## src/sszh_pkg.sv

```systemverilog
package sszh_pkg;
	localparam int SPD_W = 16;
	localparam int DO_N = 4;
	// register byte offsets
	localparam logic [7:0] OFS_CTRL       = 8'h00;
	localparam logic [7:0] OFS_HOLD_LIM   = 8'h04;
	localparam logic [7:0] OFS_ROT_LIM    = 8'h08;
	localparam logic [7:0] OFS_STILL_LIM  = 8'h0C;
	localparam logic [7:0] OFS_MATCH_WIN  = 8'h10;
	localparam logic [7:0] OFS_REACH_LIM  = 8'h14;
	localparam logic [7:0] OFS_DO_FUNC    = 8'h18;
	localparam logic [7:0] OFS_STATUS     = 8'h1C;
	// reset values and ranges, rpm
	localparam logic [1:0]  RST_HOLD_MODE = 2'h0;
	localparam logic [12:0] RST_HOLD_LIM  = 13'h0014;
	localparam logic [12:0] MAX_HOLD_LIM  = 13'h03E8;
	localparam logic [12:0] RST_ROT_LIM   = 13'h0014;
	localparam logic [12:0] MAX_ROT_LIM   = 13'h03E8;
	localparam logic [12:0] RST_STILL_LIM = 13'h000A;
	localparam logic [12:0] MAX_STILL_LIM = 13'h1770;
	localparam logic [12:0] RST_MATCH_WIN = 13'h000A;
	localparam logic [12:0] MAX_MATCH_WIN = 13'h0064;
	localparam logic [12:0] RST_REACH_LIM = 13'h0064;
	localparam logic [12:0] MIN_REACH_LIM = 13'h000A;
	localparam logic [12:0] MAX_REACH_LIM = 13'h1770;
	// output terminal function codes
	localparam logic [7:0] FN_ROTATING = 8'h84;
	localparam logic [7:0] FN_STILL    = 8'h85;
	localparam logic [7:0] FN_MATCH    = 8'h88;
	localparam logic [7:0] FN_REACHED  = 8'h89;
	localparam logic [1:0] RESP_OKAY   = 2'h0;
	localparam logic [1:0] RESP_SLVERR = 2'h2;
	typedef enum logic [1:0] {HM_FORCE, HM_LOCK_ACT, HM_LOCK_CMD, HM_OFF} sszh_hmode_t;
	typedef struct packed {
		logic reached;
		logic match;
		logic still;
		logic rotating;
	} sszh_flags_t;
	typedef struct packed {
		logic force_zero;
		logic lock_pos;
	} sszh_hold_t;
endpackage

```

## src/sszh_top.sv

```systemverilog
// Added by the designer: the AXI4-Lite register port and the register addresses.
`timescale 1ns/100ps
// Notes on behaviour
// RQ1 - hold active and small command: lock position, ignore speed command
// RQ2 - command magnitude above hold limit: leave lock, follow command again
// RQ3 - mode 0 forces zero speed while hold active; mode 3 ignores hold
// RQ4 - mode 1: force zero, lock once actual speed below hold limit
// RQ5 - mode 2: force zero and lock only while command below hold limit
// RQ6 - hold limit 0..1000 rpm resets to 20; hold mode resets to 0
// RQ7 - rotating flag set when actual magnitude at or above rotating limit
// RQ8 - rotating limit 0..1000 rpm, reset 20
// RQ9 - standstill flag set when actual magnitude below standstill limit
// RQ10 - standstill limit 0..6000 rpm, reset 10
// RQ11 - match flag set while |actual - command| within match window
// RQ12 - match window 0..100 rpm, reset 10
// RQ13 - reached flag set when actual magnitude exceeds reached limit
// RQ14 - reached limit 10..6000 rpm, reset 100
// RQ15 - flag reaches a terminal only when its function code is assigned
// RQ16 - speeds signed rpm, magnitudes compared, new settings used next cycle
module sszh_top #(
	parameter int SPD_W = sszh_pkg::SPD_W,
	parameter int DO_N  = sszh_pkg::DO_N
) (
	input  wire logic                    aclk,          // 40 MHz system clock
	input  wire logic                    aresetn,       // synchronous reset, active low
	input  wire logic [7:0]              s_axi_awaddr,  // write address
	input  wire logic                    s_axi_awvalid, // write address valid
	output logic                         s_axi_awready, // write address ready
	input  wire logic [31:0]             s_axi_wdata,   // write data
	input  wire logic [3:0]              s_axi_wstrb,   // write strobes
	input  wire logic                    s_axi_wvalid,  // write data valid
	output logic                         s_axi_wready,  // write data ready
	output logic [1:0]                   s_axi_bresp,   // write response
	output logic                         s_axi_bvalid,  // write response valid
	input  wire logic                    s_axi_bready,  // write response ready
	input  wire logic [7:0]              s_axi_araddr,  // read address
	input  wire logic                    s_axi_arvalid, // read address valid
	output logic                         s_axi_arready, // read address ready
	output logic [31:0]                  s_axi_rdata,   // read data
	output logic [1:0]                   s_axi_rresp,   // read response
	output logic                         s_axi_rvalid,  // read data valid
	input  wire logic                    s_axi_rready,  // read data ready
	input  wire logic                    zero_hold_input, // hold pin, asynchronous
	input  wire logic signed [SPD_W-1:0] speed_cmd,     // speed command, rpm
	input  wire logic signed [SPD_W-1:0] speed_act,     // filtered actual speed, rpm
	output logic                         force_zero,    // speed command replaced by zero
	output logic                         lock_pos,      // position lock request
	output sszh_pkg::sszh_flags_t        flags,         // raw status flags
	output logic [DO_N-1:0]              do_out         // digital output terminals
);
	localparam int LW = 13;

	// settings
	logic [1:0]      hold_mode;
	logic [LW-1:0]   hold_lim, rot_lim, still_lim, match_win, reach_lim;
	logic [DO_N-1:0][7:0] do_func;

	// hold pin synchroniser
	logic hold_s1, hold_s2;
	always_ff @(posedge aclk) begin
		hold_s1 <= zero_hold_input;
		hold_s2 <= hold_s1;
	end

	// magnitudes, widened by one bit so the most negative value is safe
	wire logic [SPD_W:0] cmd_mag = speed_cmd[SPD_W-1] ?
		(SPD_W+1)'(-$signed({speed_cmd[SPD_W-1], speed_cmd})) : {1'b0, speed_cmd}; // RQ16
	wire logic [SPD_W:0] act_mag = speed_act[SPD_W-1] ?
		(SPD_W+1)'(-$signed({speed_act[SPD_W-1], speed_act})) : {1'b0, speed_act}; // RQ16
	wire logic signed [SPD_W:0] diff = $signed({speed_act[SPD_W-1], speed_act})
		- $signed({speed_cmd[SPD_W-1], speed_cmd});
	wire logic [SPD_W:0] diff_mag = diff[SPD_W] ? (SPD_W+1)'(-diff) : diff;
	wire logic [SPD_W:0] hold_w  = (SPD_W+1)'(hold_lim);
	wire logic cmd_small = cmd_mag < hold_w;
	wire logic act_small = act_mag < hold_w;

	// hold decision
	logic next_force, next_lock;
	always_comb begin
		next_force = 1'b0;
		next_lock  = 1'b0;
		case (sszh_pkg::sszh_hmode_t'(hold_mode))
			sszh_pkg::HM_FORCE: begin
				next_force = hold_s2; // RQ3
			end
			sszh_pkg::HM_LOCK_ACT: begin
				next_force = hold_s2;             // RQ4
				next_lock  = hold_s2 & act_small; // RQ4
			end
			sszh_pkg::HM_LOCK_CMD: begin
				// lock drops once the command magnitude reaches the hold limit
				next_force = hold_s2 & cmd_small; // RQ1 RQ2 RQ5
				next_lock  = hold_s2 & cmd_small; // RQ1 RQ2 RQ5
			end
			sszh_pkg::HM_OFF: begin
				next_force = 1'b0; // RQ3
			end
			default: begin
				next_force = 1'b0;
			end
		endcase
	end

	sszh_pkg::sszh_flags_t next_flags;
	always_comb begin
		next_flags.rotating = act_mag >= (SPD_W+1)'(rot_lim);    // RQ7
		next_flags.still    = act_mag <  (SPD_W+1)'(still_lim);  // RQ9
		next_flags.match    = diff_mag <= (SPD_W+1)'(match_win); // RQ11
		next_flags.reached  = act_mag >  (SPD_W+1)'(reach_lim);  // RQ13
	end

	// terminal routing: one selector per output
	logic [DO_N-1:0] next_do;
	genvar gi;
	generate
		for (gi = 0; gi < DO_N; gi++) begin : g_do
			assign next_do[gi] =
				(do_func[gi] == sszh_pkg::FN_ROTATING) ? next_flags.rotating : // RQ15
				(do_func[gi] == sszh_pkg::FN_STILL)    ? next_flags.still :
				(do_func[gi] == sszh_pkg::FN_MATCH)    ? next_flags.match :
				(do_func[gi] == sszh_pkg::FN_REACHED)  ? next_flags.reached : 1'b0;
		end
	endgenerate

	always_ff @(posedge aclk) begin
		if (!aresetn) begin
			force_zero <= 1'b0;
			lock_pos   <= 1'b0;
			flags      <= '0;
			do_out     <= '0;
		end else begin
			force_zero <= next_force;
			lock_pos   <= next_lock;
			flags      <= next_flags;
			do_out     <= next_do;
		end
	end

	// ---- AXI4-Lite slave: takes aw and w in either order ----
	logic       aw_held, w_held;
	logic [7:0] aw_addr;
	logic [31:0] w_data;
	logic [3:0] w_strb;
	assign s_axi_awready = !aw_held && !s_axi_bvalid;
	assign s_axi_wready  = !w_held && !s_axi_bvalid;
	wire logic aw_now = aw_held || s_axi_awvalid;
	wire logic w_now  = w_held || s_axi_wvalid;
	wire logic [7:0]  wa = aw_held ? aw_addr : s_axi_awaddr;
	wire logic [31:0] wd = w_held ? w_data : s_axi_wdata;
	wire logic [3:0]  ws = w_held ? w_strb : s_axi_wstrb;
	wire logic do_wr = aw_now && w_now && !s_axi_bvalid;
	// full-word fields are taken only with both low lanes strobed
	wire logic lanes = ws[0] && ws[1];
	wire logic [LW-1:0] wv = wd[LW-1:0];
	wire logic hi_zero = wd[31:LW] == '0;
	wire logic wr_ctrl  = wa == sszh_pkg::OFS_CTRL;
	wire logic wr_hold  = wa == sszh_pkg::OFS_HOLD_LIM;
	wire logic wr_rot   = wa == sszh_pkg::OFS_ROT_LIM;
	wire logic wr_still = wa == sszh_pkg::OFS_STILL_LIM;
	wire logic wr_match = wa == sszh_pkg::OFS_MATCH_WIN;
	wire logic wr_reach = wa == sszh_pkg::OFS_REACH_LIM;
	wire logic wr_func  = wa == sszh_pkg::OFS_DO_FUNC;
	// out-of-range settings are refused with SLVERR and leave the old value
	wire logic ok_hold  = hi_zero && wv <= sszh_pkg::MAX_HOLD_LIM;  // RQ6
	wire logic ok_rot   = hi_zero && wv <= sszh_pkg::MAX_ROT_LIM;   // RQ8
	wire logic ok_still = hi_zero && wv <= sszh_pkg::MAX_STILL_LIM; // RQ10
	wire logic ok_match = hi_zero && wv <= sszh_pkg::MAX_MATCH_WIN; // RQ12
	wire logic ok_reach = hi_zero && wv >= sszh_pkg::MIN_REACH_LIM
		&& wv <= sszh_pkg::MAX_REACH_LIM; // RQ14
	wire logic wr_ok = (wr_ctrl && wd[31:2] == '0) || wr_func
		|| (wr_hold && ok_hold) || (wr_rot && ok_rot) || (wr_still && ok_still)
		|| (wr_match && ok_match) || (wr_reach && ok_reach);

	always_ff @(posedge aclk) begin
		if (!aresetn) begin
			aw_held <= 1'b0;
			w_held  <= 1'b0;
			aw_addr <= 8'h00;
			w_data  <= 32'h0000_0000;
			w_strb  <= 4'h0;
			s_axi_bvalid <= 1'b0;
			s_axi_bresp  <= sszh_pkg::RESP_OKAY;
		end else begin
			if (do_wr) begin
				aw_held <= 1'b0;
				w_held  <= 1'b0;
				s_axi_bvalid <= 1'b1;
				s_axi_bresp  <= wr_ok ? sszh_pkg::RESP_OKAY : sszh_pkg::RESP_SLVERR;
			end else begin
				if (s_axi_awvalid && s_axi_awready) begin
					aw_held <= 1'b1;
					aw_addr <= s_axi_awaddr;
				end
				if (s_axi_wvalid && s_axi_wready) begin
					w_held <= 1'b1;
					w_data <= s_axi_wdata;
					w_strb <= s_axi_wstrb;
				end
				if (s_axi_bvalid && s_axi_bready)
					s_axi_bvalid <= 1'b0;
			end
		end
	end

	// settings are loaded on the same edge that raises the write response
	always_ff @(posedge aclk) begin
		if (!aresetn) begin
			hold_mode <= sszh_pkg::RST_HOLD_MODE; // RQ6
			hold_lim  <= sszh_pkg::RST_HOLD_LIM;  // RQ6
			rot_lim   <= sszh_pkg::RST_ROT_LIM;   // RQ8
			still_lim <= sszh_pkg::RST_STILL_LIM; // RQ10
			match_win <= sszh_pkg::RST_MATCH_WIN; // RQ12
			reach_lim <= sszh_pkg::RST_REACH_LIM; // RQ14
			do_func   <= '0;
		end else if (do_wr && wr_ok) begin
			if (wr_ctrl && ws[0])
				hold_mode <= wd[1:0];
			if (wr_hold && lanes)
				hold_lim <= wv;
			if (wr_rot && lanes)
				rot_lim <= wv;
			if (wr_still && lanes)
				still_lim <= wv;
			if (wr_match && lanes)
				match_win <= wv;
			if (wr_reach && lanes)
				reach_lim <= wv;
			if (wr_func) begin
				for (int i = 0; i < DO_N; i++)
					if (ws[i])
						do_func[i] <= wd[i*8 +: 8];
			end
		end
	end

	// read channel: one cycle latency
	logic [31:0] rd_mux;
	wire logic [7:0] ra = s_axi_araddr;
	wire logic rd_hit = ra <= sszh_pkg::OFS_STATUS && ra[1:0] == 2'h0;
	always_comb begin
		case (ra)
			sszh_pkg::OFS_CTRL:      rd_mux = {30'h0, hold_mode};
			sszh_pkg::OFS_HOLD_LIM:  rd_mux = {19'h0, hold_lim};
			sszh_pkg::OFS_ROT_LIM:   rd_mux = {19'h0, rot_lim};
			sszh_pkg::OFS_STILL_LIM: rd_mux = {19'h0, still_lim};
			sszh_pkg::OFS_MATCH_WIN: rd_mux = {19'h0, match_win};
			sszh_pkg::OFS_REACH_LIM: rd_mux = {19'h0, reach_lim};
			sszh_pkg::OFS_DO_FUNC:   rd_mux = do_func;
			sszh_pkg::OFS_STATUS:    rd_mux = {24'h0, force_zero, lock_pos, hold_s2,
				1'b0, flags};
			default:                 rd_mux = 32'h0000_0000;
		endcase
	end
	assign s_axi_arready = !s_axi_rvalid;
	always_ff @(posedge aclk) begin
		if (!aresetn) begin
			s_axi_rvalid <= 1'b0;
			s_axi_rdata  <= 32'h0000_0000;
			s_axi_rresp  <= sszh_pkg::RESP_OKAY;
		end else if (s_axi_arvalid && s_axi_arready) begin
			s_axi_rvalid <= 1'b1;
			s_axi_rdata  <= rd_mux;
			s_axi_rresp  <= rd_hit ? sszh_pkg::RESP_OKAY : sszh_pkg::RESP_SLVERR;
		end else if (s_axi_rready) begin
			s_axi_rvalid <= 1'b0;
		end
	end
endmodule

```

## config.mk

```make
export PLATFORM = sky130hd
export DESIGN_NAME = sszh_top
export DESIGN_NICKNAME = d
export VERILOG_FILES = /design/src/sszh_pkg.sv /design/src/sszh_top.sv
export SDC_FILE = /design/constraint.sdc
export NUM_CORES = 1
export LEC_CHECK = 0
export ABC_AREA = 0
export BUFFER_PORTS_ARGS = -buffer_cell sky130_fd_sc_hd__clkbuf_2
export CAP_MARGIN = 5
export CORE_ASPECT_RATIO = 1.2
export CORE_MARGIN = 2
export CORE_UTILIZATION = 55
export CTS_BUF_LIST = sky130_fd_sc_hd__clkbuf_4 sky130_fd_sc_hd__clkbuf_8 sky130_fd_sc_hd__clkbuf_16
export DETAILED_ROUTE_END_ITERATION = 8
export GPL_ROUTABILITY_DRIVEN = 0
export PLACE_DENSITY_LB_ADDON = 0.3
export SYNTH_ARGS = -nofsm -noshare
export SYNTH_HDL_FRONTEND = slang
export SYNTH_SLANG_ARGS = --single-unit
```

## constraint.sdc

```tcl
create_clock -name aclk -period 12.95 [get_ports aclk]
set_clock_uncertainty 0.1 [all_clocks]
set_input_delay 1.295 -clock aclk [delete_from_list [all_inputs] [get_ports aclk]]
set_output_delay 1.295 -clock aclk [all_outputs]
set_load 0.03 [all_outputs]
```

# --- Yosys cells after proc, flatten, opt, wreduce, memory -nomap -nowiden ---
# Cells that the tools add are included.
word_totals:
  regBits: 195
  latchBits: 0
  mem_bits_rw: 0
  mem_bits_ro: 0
  output_inout_bits: 51
  elab_cells: 173
  n_memories: 0
classes:
  n_addsub: 4
  mul: 0
  n_div: 0
  magnitude_cmp: 11
  n_eq_ne: 32
  shift: 0
  mux: 31
  bitwise: 4
  reduce_logical: 62
ops:
  columns: ["op", "n"]
  rows:
  - ["32-bit one-hot mux with 8 select lines", 1]
  - ["8-bit == test (second input constant)", 16]
  - ["8-bit by 5-bit == test with 1-bit output (second input constant)", 7]
  - ["17-bit by 13-bit < comparator with 1-bit output", 3]
  - ["17-bit two-way mux", 3]
  - ["16-bit negator with 17-bit output", 2]
  - ["8-bit by 4-bit == test with 1-bit output (second input constant)", 4]
  - ["32-bit two-way mux", 1]
  - ["30-bit zero test", 1]
  - ["1-bit logical AND", 28]
  - ["1-bit two-way mux", 20]
  - ["19-bit zero test", 1]
  - ["17-bit by 13-bit >= comparator with 1-bit output", 1]
  - ["17-bit by 13-bit greater-than comparator with 1-bit output", 1]
  - ["17-bit by 13-bit less-or-equal comparator with 1-bit output", 1]
  - ["17-bit negator", 1]
  - ["16-bit by 16-bit subtractor with 17-bit output", 1]
  - ["8-bit by 3-bit == test with 1-bit output (second input constant)", 2]
  - ["8-bit zero test", 2]
  - ["2-bit AND reduction", 8]
  - ["13-bit by 4-bit >= comparator with 1-bit output (second input constant)", 1]
  - ["13-bit by 10-bit less-or-equal comparator with 1-bit output (second input constant)", 1]
  - ["13-bit less-or-equal comparator (second input constant)", 1]
  - ["13-bit by 7-bit less-or-equal comparator with 1-bit output (second input constant)", 1]
  - ["other kinds (16)", 36]

# --- Depth between registers and ports, before layout ---
# Gate-level depths: netlist of run 1.
logic_depth:
  ltp_word: 11
  depth_mapped: 23
  depth_no_buf: 22

# --- Least setup slack after synthesis of run 1 ---
# OpenSTA, ideal clock, no wires.
synth_path:
  path_type: "in2reg"
  startpoint: "input speed_act[0]"
  endpoint: "register do_out[2]"
  setup_time_ns: 0.092
  arrival_time_ns: 5.307
  path_slack_ns: 7.451
  cell_stages: 22
  n_path_buf: 0
  path_cell_list: "inv_1 ha_1 fa_1 nand2b_1 a211o_1 a31oi_1 a2111oi_0 o211ai_1 a21boi_0 nor2_1 xnor2_1 ha_1 a21o_1 a21o_1 a21oi_1 o211ai_1 nand2_1 a32o_1 nand4_1 o2bb2ai_1 a211oi_1 nor4_1"
synth_via:
  elab_chain_len: 7
  word_cells_on_any_way: 13
  classes_between: "add/sub: 3; order compare: 4; mux: 6"
synth_rtl:
  columns: ["element", "line", "text"]
  rows:
  - ["start, declared", "sszh_top.sv:45", "input wire logic signed [SPD_W-1:0] speed_act,"]
  - ["16-bit by 16-bit subtractor with 17-bit output / 16-bit negator with 17-bit output (equally long branches)", "sszh_top.sv:71, sszh_top.sv:69", null]
  - ["17-bit negator / 17-bit two-way mux (equally long branches)", "sszh_top.sv:72, sszh_top.sv:68", null]
  - ["17-bit two-way mux / 17-bit by 13-bit greater-than comparator with 1-bit output (equally long branches)", "sszh_top.sv:72, sszh_top.sv:109", null]
  - ["17-bit by 13-bit less-or-equal comparator with 1-bit output / 1-bit two-way mux (equally long branches)", "sszh_top.sv:108, sszh_top.sv:121", null]
  - ["1-bit two-way mux", "sszh_top.sv:120", "(do_func[gi] == sszh_pkg::FN_MATCH) ? next_flags.match :"]
  - ["1-bit two-way mux", "sszh_top.sv:119", "(do_func[gi] == sszh_pkg::FN_STILL) ? next_flags.still :"]
  - ["1-bit two-way mux (*)", "sszh_top.sv:118", "(do_func[gi] == sszh_pkg::FN_ROTATING) ? next_flags.rotating :"]
  - ["end signal, assigned", "sszh_top.sv:135", "do_out <= next_do;"]
  - ["end, declared", "sszh_top.sv:49", "output logic [DO_N-1:0] do_out"]
# Mark *: on every way between the ends. The rest lies on a longest branch, timed or not.
# A chain may end at the register's enable or synchronous reset.

# --- Worst setup path after layout of run 1 ---
layout_path:
  startpoint: "input speed_act[0]"
  endpoint: "register do_out[3]"
# The elaborated chain is that of the path after synthesis.

==> results.md, run 1 <==
- All-Layer GR Usage: 30.2%
- Fill cell total of the finished layout: 1836
- Number of global-route vias before repair: 10400
- Cell row count: 58
- TritonRoute pass-1 iters: 6
- Full die area: 22600 um2
- Maximum clock path buffer count: 2
- Leading cell types by total area after synthesis: sky130_fd_sc_hd__dfxtp_1 33%, sky130_fd_sc_hd__ha_1 10%, sky130_fd_sc_hd__a21oi_1 5.1%
- Antenna violations before repair: 0
- Worst min-delay path category: flop to flop
- Standard cell core area: 21000 um2
- Type of element launching the critical path: input port
- Setup repair after global routing missed its margin: no
- Residual overflow from global routing: 0
- Setup TNS: 0 ps
- Gates resized, CTS repair: 0
- Fraction of final layout cells sized beyond drive strength 1: 14.7%
- Netlist area before placement: 11800 um2
- Count of buffer and inverter cells on the critical path: 2
- Horizontal die dimension: 138 um
- Fraction of synthesized cell area taken by the top area cell type: 32.8%
- # Max-Cap Violations: 0
- CTS root buf: sky130_fd_sc_hd__clkbuf_16
- Final worst-path cycle share: 47.6%
- Stage delay of the slowest cell on the critical path: 580 ps
- Inserted Clock Buffers: 17
- CTS HTree Levels: 4
- Crit-path slowest cell: sky130_fd_sc_hd__a21boi_0
- Cell family with most CP delay: compound AO/OA/AOI/OAI gates
- Area leader, netlist: sky130_fd_sc_hd__dfxtp_1
- Buffers inserted by post-CTS timing repair: 0
- Port Buffer Count: 140
- Static leakage power: 0.00509 uW
- Clock sink count: 193
- Type of destination of the critical path: flop
- Ratio of routed vias to standard cells: 6.04
- Post-detailed-routing wire length: 33800 um
- Post-Synthesis Mean Instance Area: 8.17 um2
- Maximum clock rate: 0.162 GHz
- #FFs+latches synth: 193
- Number of DRC violations after detailed-routing iteration 0: 873
- Synthesized instance count: 1444
- First-pass GRT wire length: 53500 um
- DRC violations left: 0
- Post-layout total power: 1490 uW
- Total half-perimeter wirelength after legalization and detailed placement: 25500 um
- Worst slew margin relative to its limit: 21.4%
- Cell Chain, Critical Path: clkbuf_2, inv_1, ha_1, fa_1, nand2b_1, a211o_1, a31oi_1, a2111oi_0, o211ai_1, a21boi_0, nor2_1, xnor2_1, ha_1, a21o_1, a21o_1, a21oi_1, o211ai_1, nand2_1, a32o_1, nand4_1, o2bb2ai_1, a211oi_1, nor4_1
- Nets: 1732
- Number of setup violations in the final report: 0
- Final period demand of the worst path: 6170 ps
- Cell Area, Placed: 12600 um2
- Data required time at the worst endpoint: 13200 ps
- Run status: finished clean
- CTS clk-pin slew, worst paths: 80 ps
- P&R area growth vs syn: 12.0%
- Maximum number of pins on one net before global-route repair: 80
- Biggest fanout along the worst timing path: 5
- Slew @ Worst Pin: 1170 ps
- Most used flip-flop cell after synthesis: sky130_fd_sc_hd__dfxtp_1
- YS warnings: 0
- Starting Density: 56.2%
- Start-to-end type of the worst setup path: input port to flop
- Post-cts hold buffer count: 0
- Clock latency of the later-clocked register in the worst-skew pair: 440 ps
- Post-layout util: 62.9%
- Die Height: 164 um
- Power per cell area: 113 nW/um2
- Area of the multi-input gates: 7250 um2
- Post-route cell area: 13200 um2
- Clock tree from TritonCTS: done
- Final hold vios: 0
- IR drop worst, VDD: 0.0664 mV
- Async set-or-reset flop fraction in the synthesized netlist: 0%
- Worst path arrival time: 6410 ps
- Number of flops mapped to enable cells by yosys: 0
- Register area share after synthesis: 32.8%
- Antenna viol nets, final: 0
- Count of antenna diodes in the layout: 0
- Number of vias after detailed routing: 11000
- Routed wirelength normalized by instance count: 18.5 um
- Area taken by flip-flops and latches: 3860 um2
- Ports: 143
- Distinct cell type count of the synthesized netlist: 79
- Minimum setup slack after placement: 6400 ps
- Max-slew violation count: 0
- Smallest setup slack after layout: 6780 ps
==> Yosys cell counts (20+ instances only) <==
master and count:
sky130_fd_sc_hd__inv_1 94, sky130_fd_sc_hd__a211oi_1 71, sky130_fd_sc_hd__ha_1 97, sky130_fd_sc_hd__clkbuf_1 44, sky130_fd_sc_hd__mux2i_1 57, sky130_fd_sc_hd__nor2_1 150
sky130_fd_sc_hd__dfxtp_1 193, sky130_fd_sc_hd__a21oi_1 120, sky130_fd_sc_hd__nand2_1 157, sky130_fd_sc_hd__a21o_1 22, sky130_fd_sc_hd__xnor2_1 37, sky130_fd_sc_hd__nand2b_1 20
sky130_fd_sc_hd__nor3_1 35, sky130_fd_sc_hd__nand3_1 29, sky130_fd_sc_hd__o21ai_0 53
==> worst paths after layout <==
kind                       startpoint                   endpoint  slack, ps  cells past startpoint
setup reg to reg  w_held$_SDFFE_PP0P_  reach_lim[7]$_SDFFE_PN0P_       8070                      9
hold / removal        hold_s1$_DFF_P_            hold_s2$_DFF_P_        230                      0
hold reg to reg       hold_s1$_DFF_P_            hold_s2$_DFF_P_        230                      0
setup / recovery         speed_act[0]       do_out[3]$_SDFF_PN0_       6780                     23
==> cell usage in the layout (no fill, tap or decap), drive strengths merged, types with 9 or more instances in the layout <==
master,n
nor4,18
dfxtp,193
nor2b,12
a21o,22
nand2,157
inv,101
nor3,38
nand2b,20
nand3,29
ha,97
or4,9
o21ai,55
mux2i,62
nor2,154
xnor2,37
a221oi,16
a31oi,9
buf,9
a211oi,77
clkbuf,159
o31ai,11
nand4,15
mux2,9
a21oi,121
==> metal layers <==
layer / global-route usage, % / part of all wire, %
met1: 38.2 / 42
met4: 15.9 / 4.7
met3: 5.52 / 6.8
met2: 48.8 / 47
met5: 0 / 0
==> metrics by stage <==
stage / std cells / hold slack [ps]
after floorplan: 1445 / 210
after global placement: 1793 / 212
after detailed placement: 1793 / 212
after CTS: 1825 / 230
after global routing: 1825 / 261
final: 1825 / 231
==> cell type report <==
type | instances | share of cell area (%)
tap | 270 | 2.56
multi-input combinational | 1087 | 55.0
timing repair buffer | 149 | 5.82
sequential | 193 | 29.3
clock inverter | 13 | 1.27
inverter | 94 | 2.69
clock buffer | 19 | 3.43
==> sequential cells by signal, indices dropped and copies added (netlist names) <==
signal,cells
match_win,13
s_axi_rresp,1
force_zero,1
hold_s2,1
rot_lim,13
hold_s1,1
do_out,4
s_axi_bresp,1
still_lim,13
w_data,32
hold_lim,13
s_axi_bvalid,1
s_axi_rdata,32
w_held,1
s_axi_rvalid,1
aw_held,1
flags,4
aw_addr,8
w_strb,4
reach_lim,13
lock_pos,1
hold_mode,2
do_func,32
==> power breakdown <==
part           total [uW]  switching, uW  leakage (uW)  internal [uW]
Combinational         320            196       0.00322            124
Clock                 553            249      0.000307            303
Sequential            621           14.2       0.00156            606
Total                1490            459       0.00509           1030
==> worst reg2reg max path: stages (launching register included) <==
cell and delay [ps]:
sky130_fd_sc_hd__dfxtp_2 790, sky130_fd_sc_hd__buf_4 540, sky130_fd_sc_hd__mux2i_1 920, sky130_fd_sc_hd__nand4_1 270, sky130_fd_sc_hd__nor4_2 370, sky130_fd_sc_hd__o31ai_2 130
sky130_fd_sc_hd__or2_2 370, sky130_fd_sc_hd__nor3_4 900, sky130_fd_sc_hd__nor2_1 120, sky130_fd_sc_hd__a211oi_1 280
==> cell families (layout without fill, tap and decap cells) <==
family          after synthesis  count (layout)  synth area share (%)
simple gates                488             488                  19.6
compound gates              381             381                  21.3
flops                       193             193                  32.8
buf+inv                     165             275                  5.83
fa+ha+maj                    98              98                  10.5
mux                          73              73                  6.70
xor+xnor                     45              45                  3.34
other cells                   1               2                0.0318
No activity file was read; power rests on OpenSTA's default activity.
==> run 2: changes to the inputs <==
- CORE_UTILIZATION: 55 -> 54
- clock period: 12.95 -> 5 ns (I/O delays scaled with it)
==> run 2 against run 1 <==
Against the previous run: sequential power rose to 2.6 times the previous value; sequential share of layout area fell by 0.33 points; global-route usage fell by 1.2 points; worst hold slack got worse by 180 ps; total power rose to 2.6 times the previous value; count of clock-buffer cells in the layout fell by 1; combinational power rose to 2.7 times the previous value; final cell count rose by 1.4%; routed wire length rose by 1.0%; via count rose by 0.56%; largest cell class unchanged.
==> results.md, run 2 (synthesis gave the netlist of run 1 again) <==
- Part of the total power dissipated in the clock network: 35.5% (-1.5 points)
- CTS root buf: sky130_fd_sc_hd__clkbuf_16
- Horizontal die dimension: 139 um (+0.90%)
- First-pass GRT wire length: 54500 um (+2.0%)
- Crit-path slowest cell: sky130_fd_sc_hd__fa_1
- Standard cell core area: 21600 um2 (+2.8%)
- Global-route track usage on met2: 48.9% (about the same)
- Fraction of final layout cells sized beyond drive strength 1: 16.0% (+1.3 points)
- Number of instances in the placed design: 1819 (+1.5%)
- Maximum number of pins on one net before global-route repair: 102 (+28%)
- Type of destination of the critical path: flop
- Net Switching: 1190 uW (+160%)
- Comb pwr share: 22.4% (+1.0 points)
- All-Layer GR Usage: 29.0% (-1.2 points)
- Minimum setup slack after placement: -35.1 ps (-6440 ps)
- Number of vias after detailed routing: 11100 (+0.56%)
- Starting Density: 54.7% (-1.5 points)
- TritonRoute pass-1 iters: 7 (+1)
- Final period demand of the worst path: 4580 ps
- Biggest fanout along the worst timing path: 5 (unchanged)
- Most common cell after layout, fill and taps aside: sky130_fd_sc_hd__dfxtp_1
- Non-filler cells, final: 1851 (+1.4%)
- Switching Fraction: 31.2% (+0.45 points)
- Final worst-path cycle share: 91.6%
- Worst setup path start: speed_act[0]
- Max-slew violation count: 0 (unchanged)
- Clock sink count: 193 (unchanged)
- Maximum clock rate: 0.218 GHz
- Clock tree from TritonCTS: done
- Worst slew margin relative to its limit: 23.3% (+2.0 points)
- Setup repair after global routing missed its margin: no
- Count of antenna diodes in the layout: 0 (unchanged)
- Cell row count: 59 (+1.7%)
- Startpoint of the most critical register-to-register path: w_held$_SDFFE_PP0P_
- Type of element launching the critical path: input port
- Data required time at the worst endpoint: 5240 ps (-7960 ps)
- Fill cell total of the finished layout: 1909 (+4.0%)
- Most frequent cells in the layout: 192 x sky130_fd_sc_hd__dfxtp_1, 157 x sky130_fd_sc_hd__nand2_1, 149 x sky130_fd_sc_hd__nor2_1
- Clock latency of the later-clocked register in the worst-skew pair: 440 ps (about the same)
- Full die area: 23000 um2 (+1.8%)
- Stage delay of the slowest cell on the critical path: 400 ps (-180 ps)
- Worst min-delay path category: input port to flop
- IR drop worst, VDD: 0.250 mV (+280%)
- Maximum clock path buffer count: 2 (unchanged)
- # Max-Cap Violations: 0 (unchanged)
- Residual overflow from global routing: 0 (unchanged)
- Number of setup violations in the final report: 0 (unchanged)
- Power per cell area: 286 nW/um2 (+150%)
- Setup TNS: 0 ps (unchanged)
- Largest registers ranked by flip-flop count: do_func: 32 flops, s_axi_rdata: 32 flops, w_data: 32 flops
- CTS HTree Levels: 4 (unchanged)
- Inserted Clock Buffers: 17 (unchanged)
- Port Buffer Count: 140 (unchanged)
- Start-to-end type of the worst setup path: input port to flop
- Static leakage power: 0.00518 uW (+1.9%)
- Layer with the highest usage: met2
- Final hold vios: 0 (unchanged)
- GR met3 Demand/Resource: 4.09% (-1.4 points)
- Post-route cell area: 13400 um2 (+1.1%)
- CTS clk-pin slew, worst paths: 70 ps (about the same)
- Total half-perimeter wirelength after legalization and detailed placement: 25600 um (+0.64%)
- Ratio of routed vias to standard cells: 5.99 (-0.85%)
- Buffers inserted by post-CTS timing repair: 0 (unchanged)
- Cell Area, Placed: 12800 um2 (+1.5%)
- Routed wirelength normalized by instance count: 18.4 um (-0.39%)
- Total internal power: 2630 uW (+150%)
- Proportion of power drawn by flip-flops and latches: 42.1% (+0.5 points)
- Start point of the worst min-delay path: zero_hold_input
- Antenna violations before repair: 0 (unchanged)
- Post-cts hold buffer count: 0 (unchanged)
- Die Height: 166 um (+0.90%)
- DRC violations left: 0 (unchanged)
- Worst path arrival time: 4820 ps (-1590 ps)
- Met1 usage: 36.8% (-1.4 points)
- Antenna viol nets, final: 0 (unchanged)
- Smallest setup slack after layout: 419 ps (-6360 ps)
- Run status: finished clean
- Post-detailed-routing wire length: 34200 um (+1.0%)
- Number of global-route vias before repair: 10600 (+1.2%)
- Number of DRC violations after detailed-routing iteration 0: 937 (+7.3%)
- Ports: 143 (unchanged)
- Slew @ Worst Pin: 1150 ps (-21.5 ps)
- Post-layout total power: 3830 uW (+160%)
- Nets: 1754 (+1.3%)
- P&R area growth vs syn: 13.2%
run 2: power by group through the flow:
stage / sequential (uW) / clock (uW) / combinational [uW]
floorplan: 1650 / 0 / 575
global placement: 1640 / 0 / 821
detailed placement: 1640 / 0 / 840
CTS: 1610 / 1370 / 848
global route: 1610 / 1440 / 947
finish: 1610 / 1360 / 858
run 2: stage by stage:
stage | utilization [%] | hold slack, ps
3_3_place_gp | 59.2 | 213
2_1_floorplan | - | 210
5_1_grt | 61.9 | 54.7
4_1_cts | 61.9 | 44.9
6_report | 61.9 | 53.1
3_5_place_dp | 59.2 | 218
run 2: per-layer routing:
metal  wire length [um]  share of wire, %
met1              14500                42
met5                  0                 0
met2              16100                47
met3               2100               6.1
met4               1520               4.5
run 2: critical path: cells and delay by family:
kind / cells / cell delay, ps
fa+ha+maj: 3 / 910
simple gates: 5 / 600
buf+inv: 4 / 510
compound gates: 12 / 2170
xor+xnor: 1 / 130
run 2: timing repair:
action | in CTS | in global routing
hold endpoints to repair | 0 | 0
setup endpoints to repair | 0 | 2
gates resized for setup | 0 | 3
run 2: cell type report:
class | instances | area, um2 | area share (%)
multi-input cells | 1087 | 7260 | 54.4
well taps | 274 | 343 | 2.57
inverters | 94 | 355 | 2.66
clock buffers | 18 | 439 | 3.29
clock inverters | 14 | 145 | 1.09
repair buffers | 171 | 946 | 7.08
flip-flops and latches | 193 | 3860 | 28.9
run 2: path summary, 6_finish.rpt:
check	endpoint	slack [ps]	depth (start not counted)
setup reg to reg	still_lim[10]$_SDFFE_PN0P_	800	11
hold reg to reg	hold_s2$_DFF_P_	240	0
hold / removal	hold_s1$_DFF_P_	50	1
setup / recovery	do_out[2]$_SDFF_PN0_	420	25
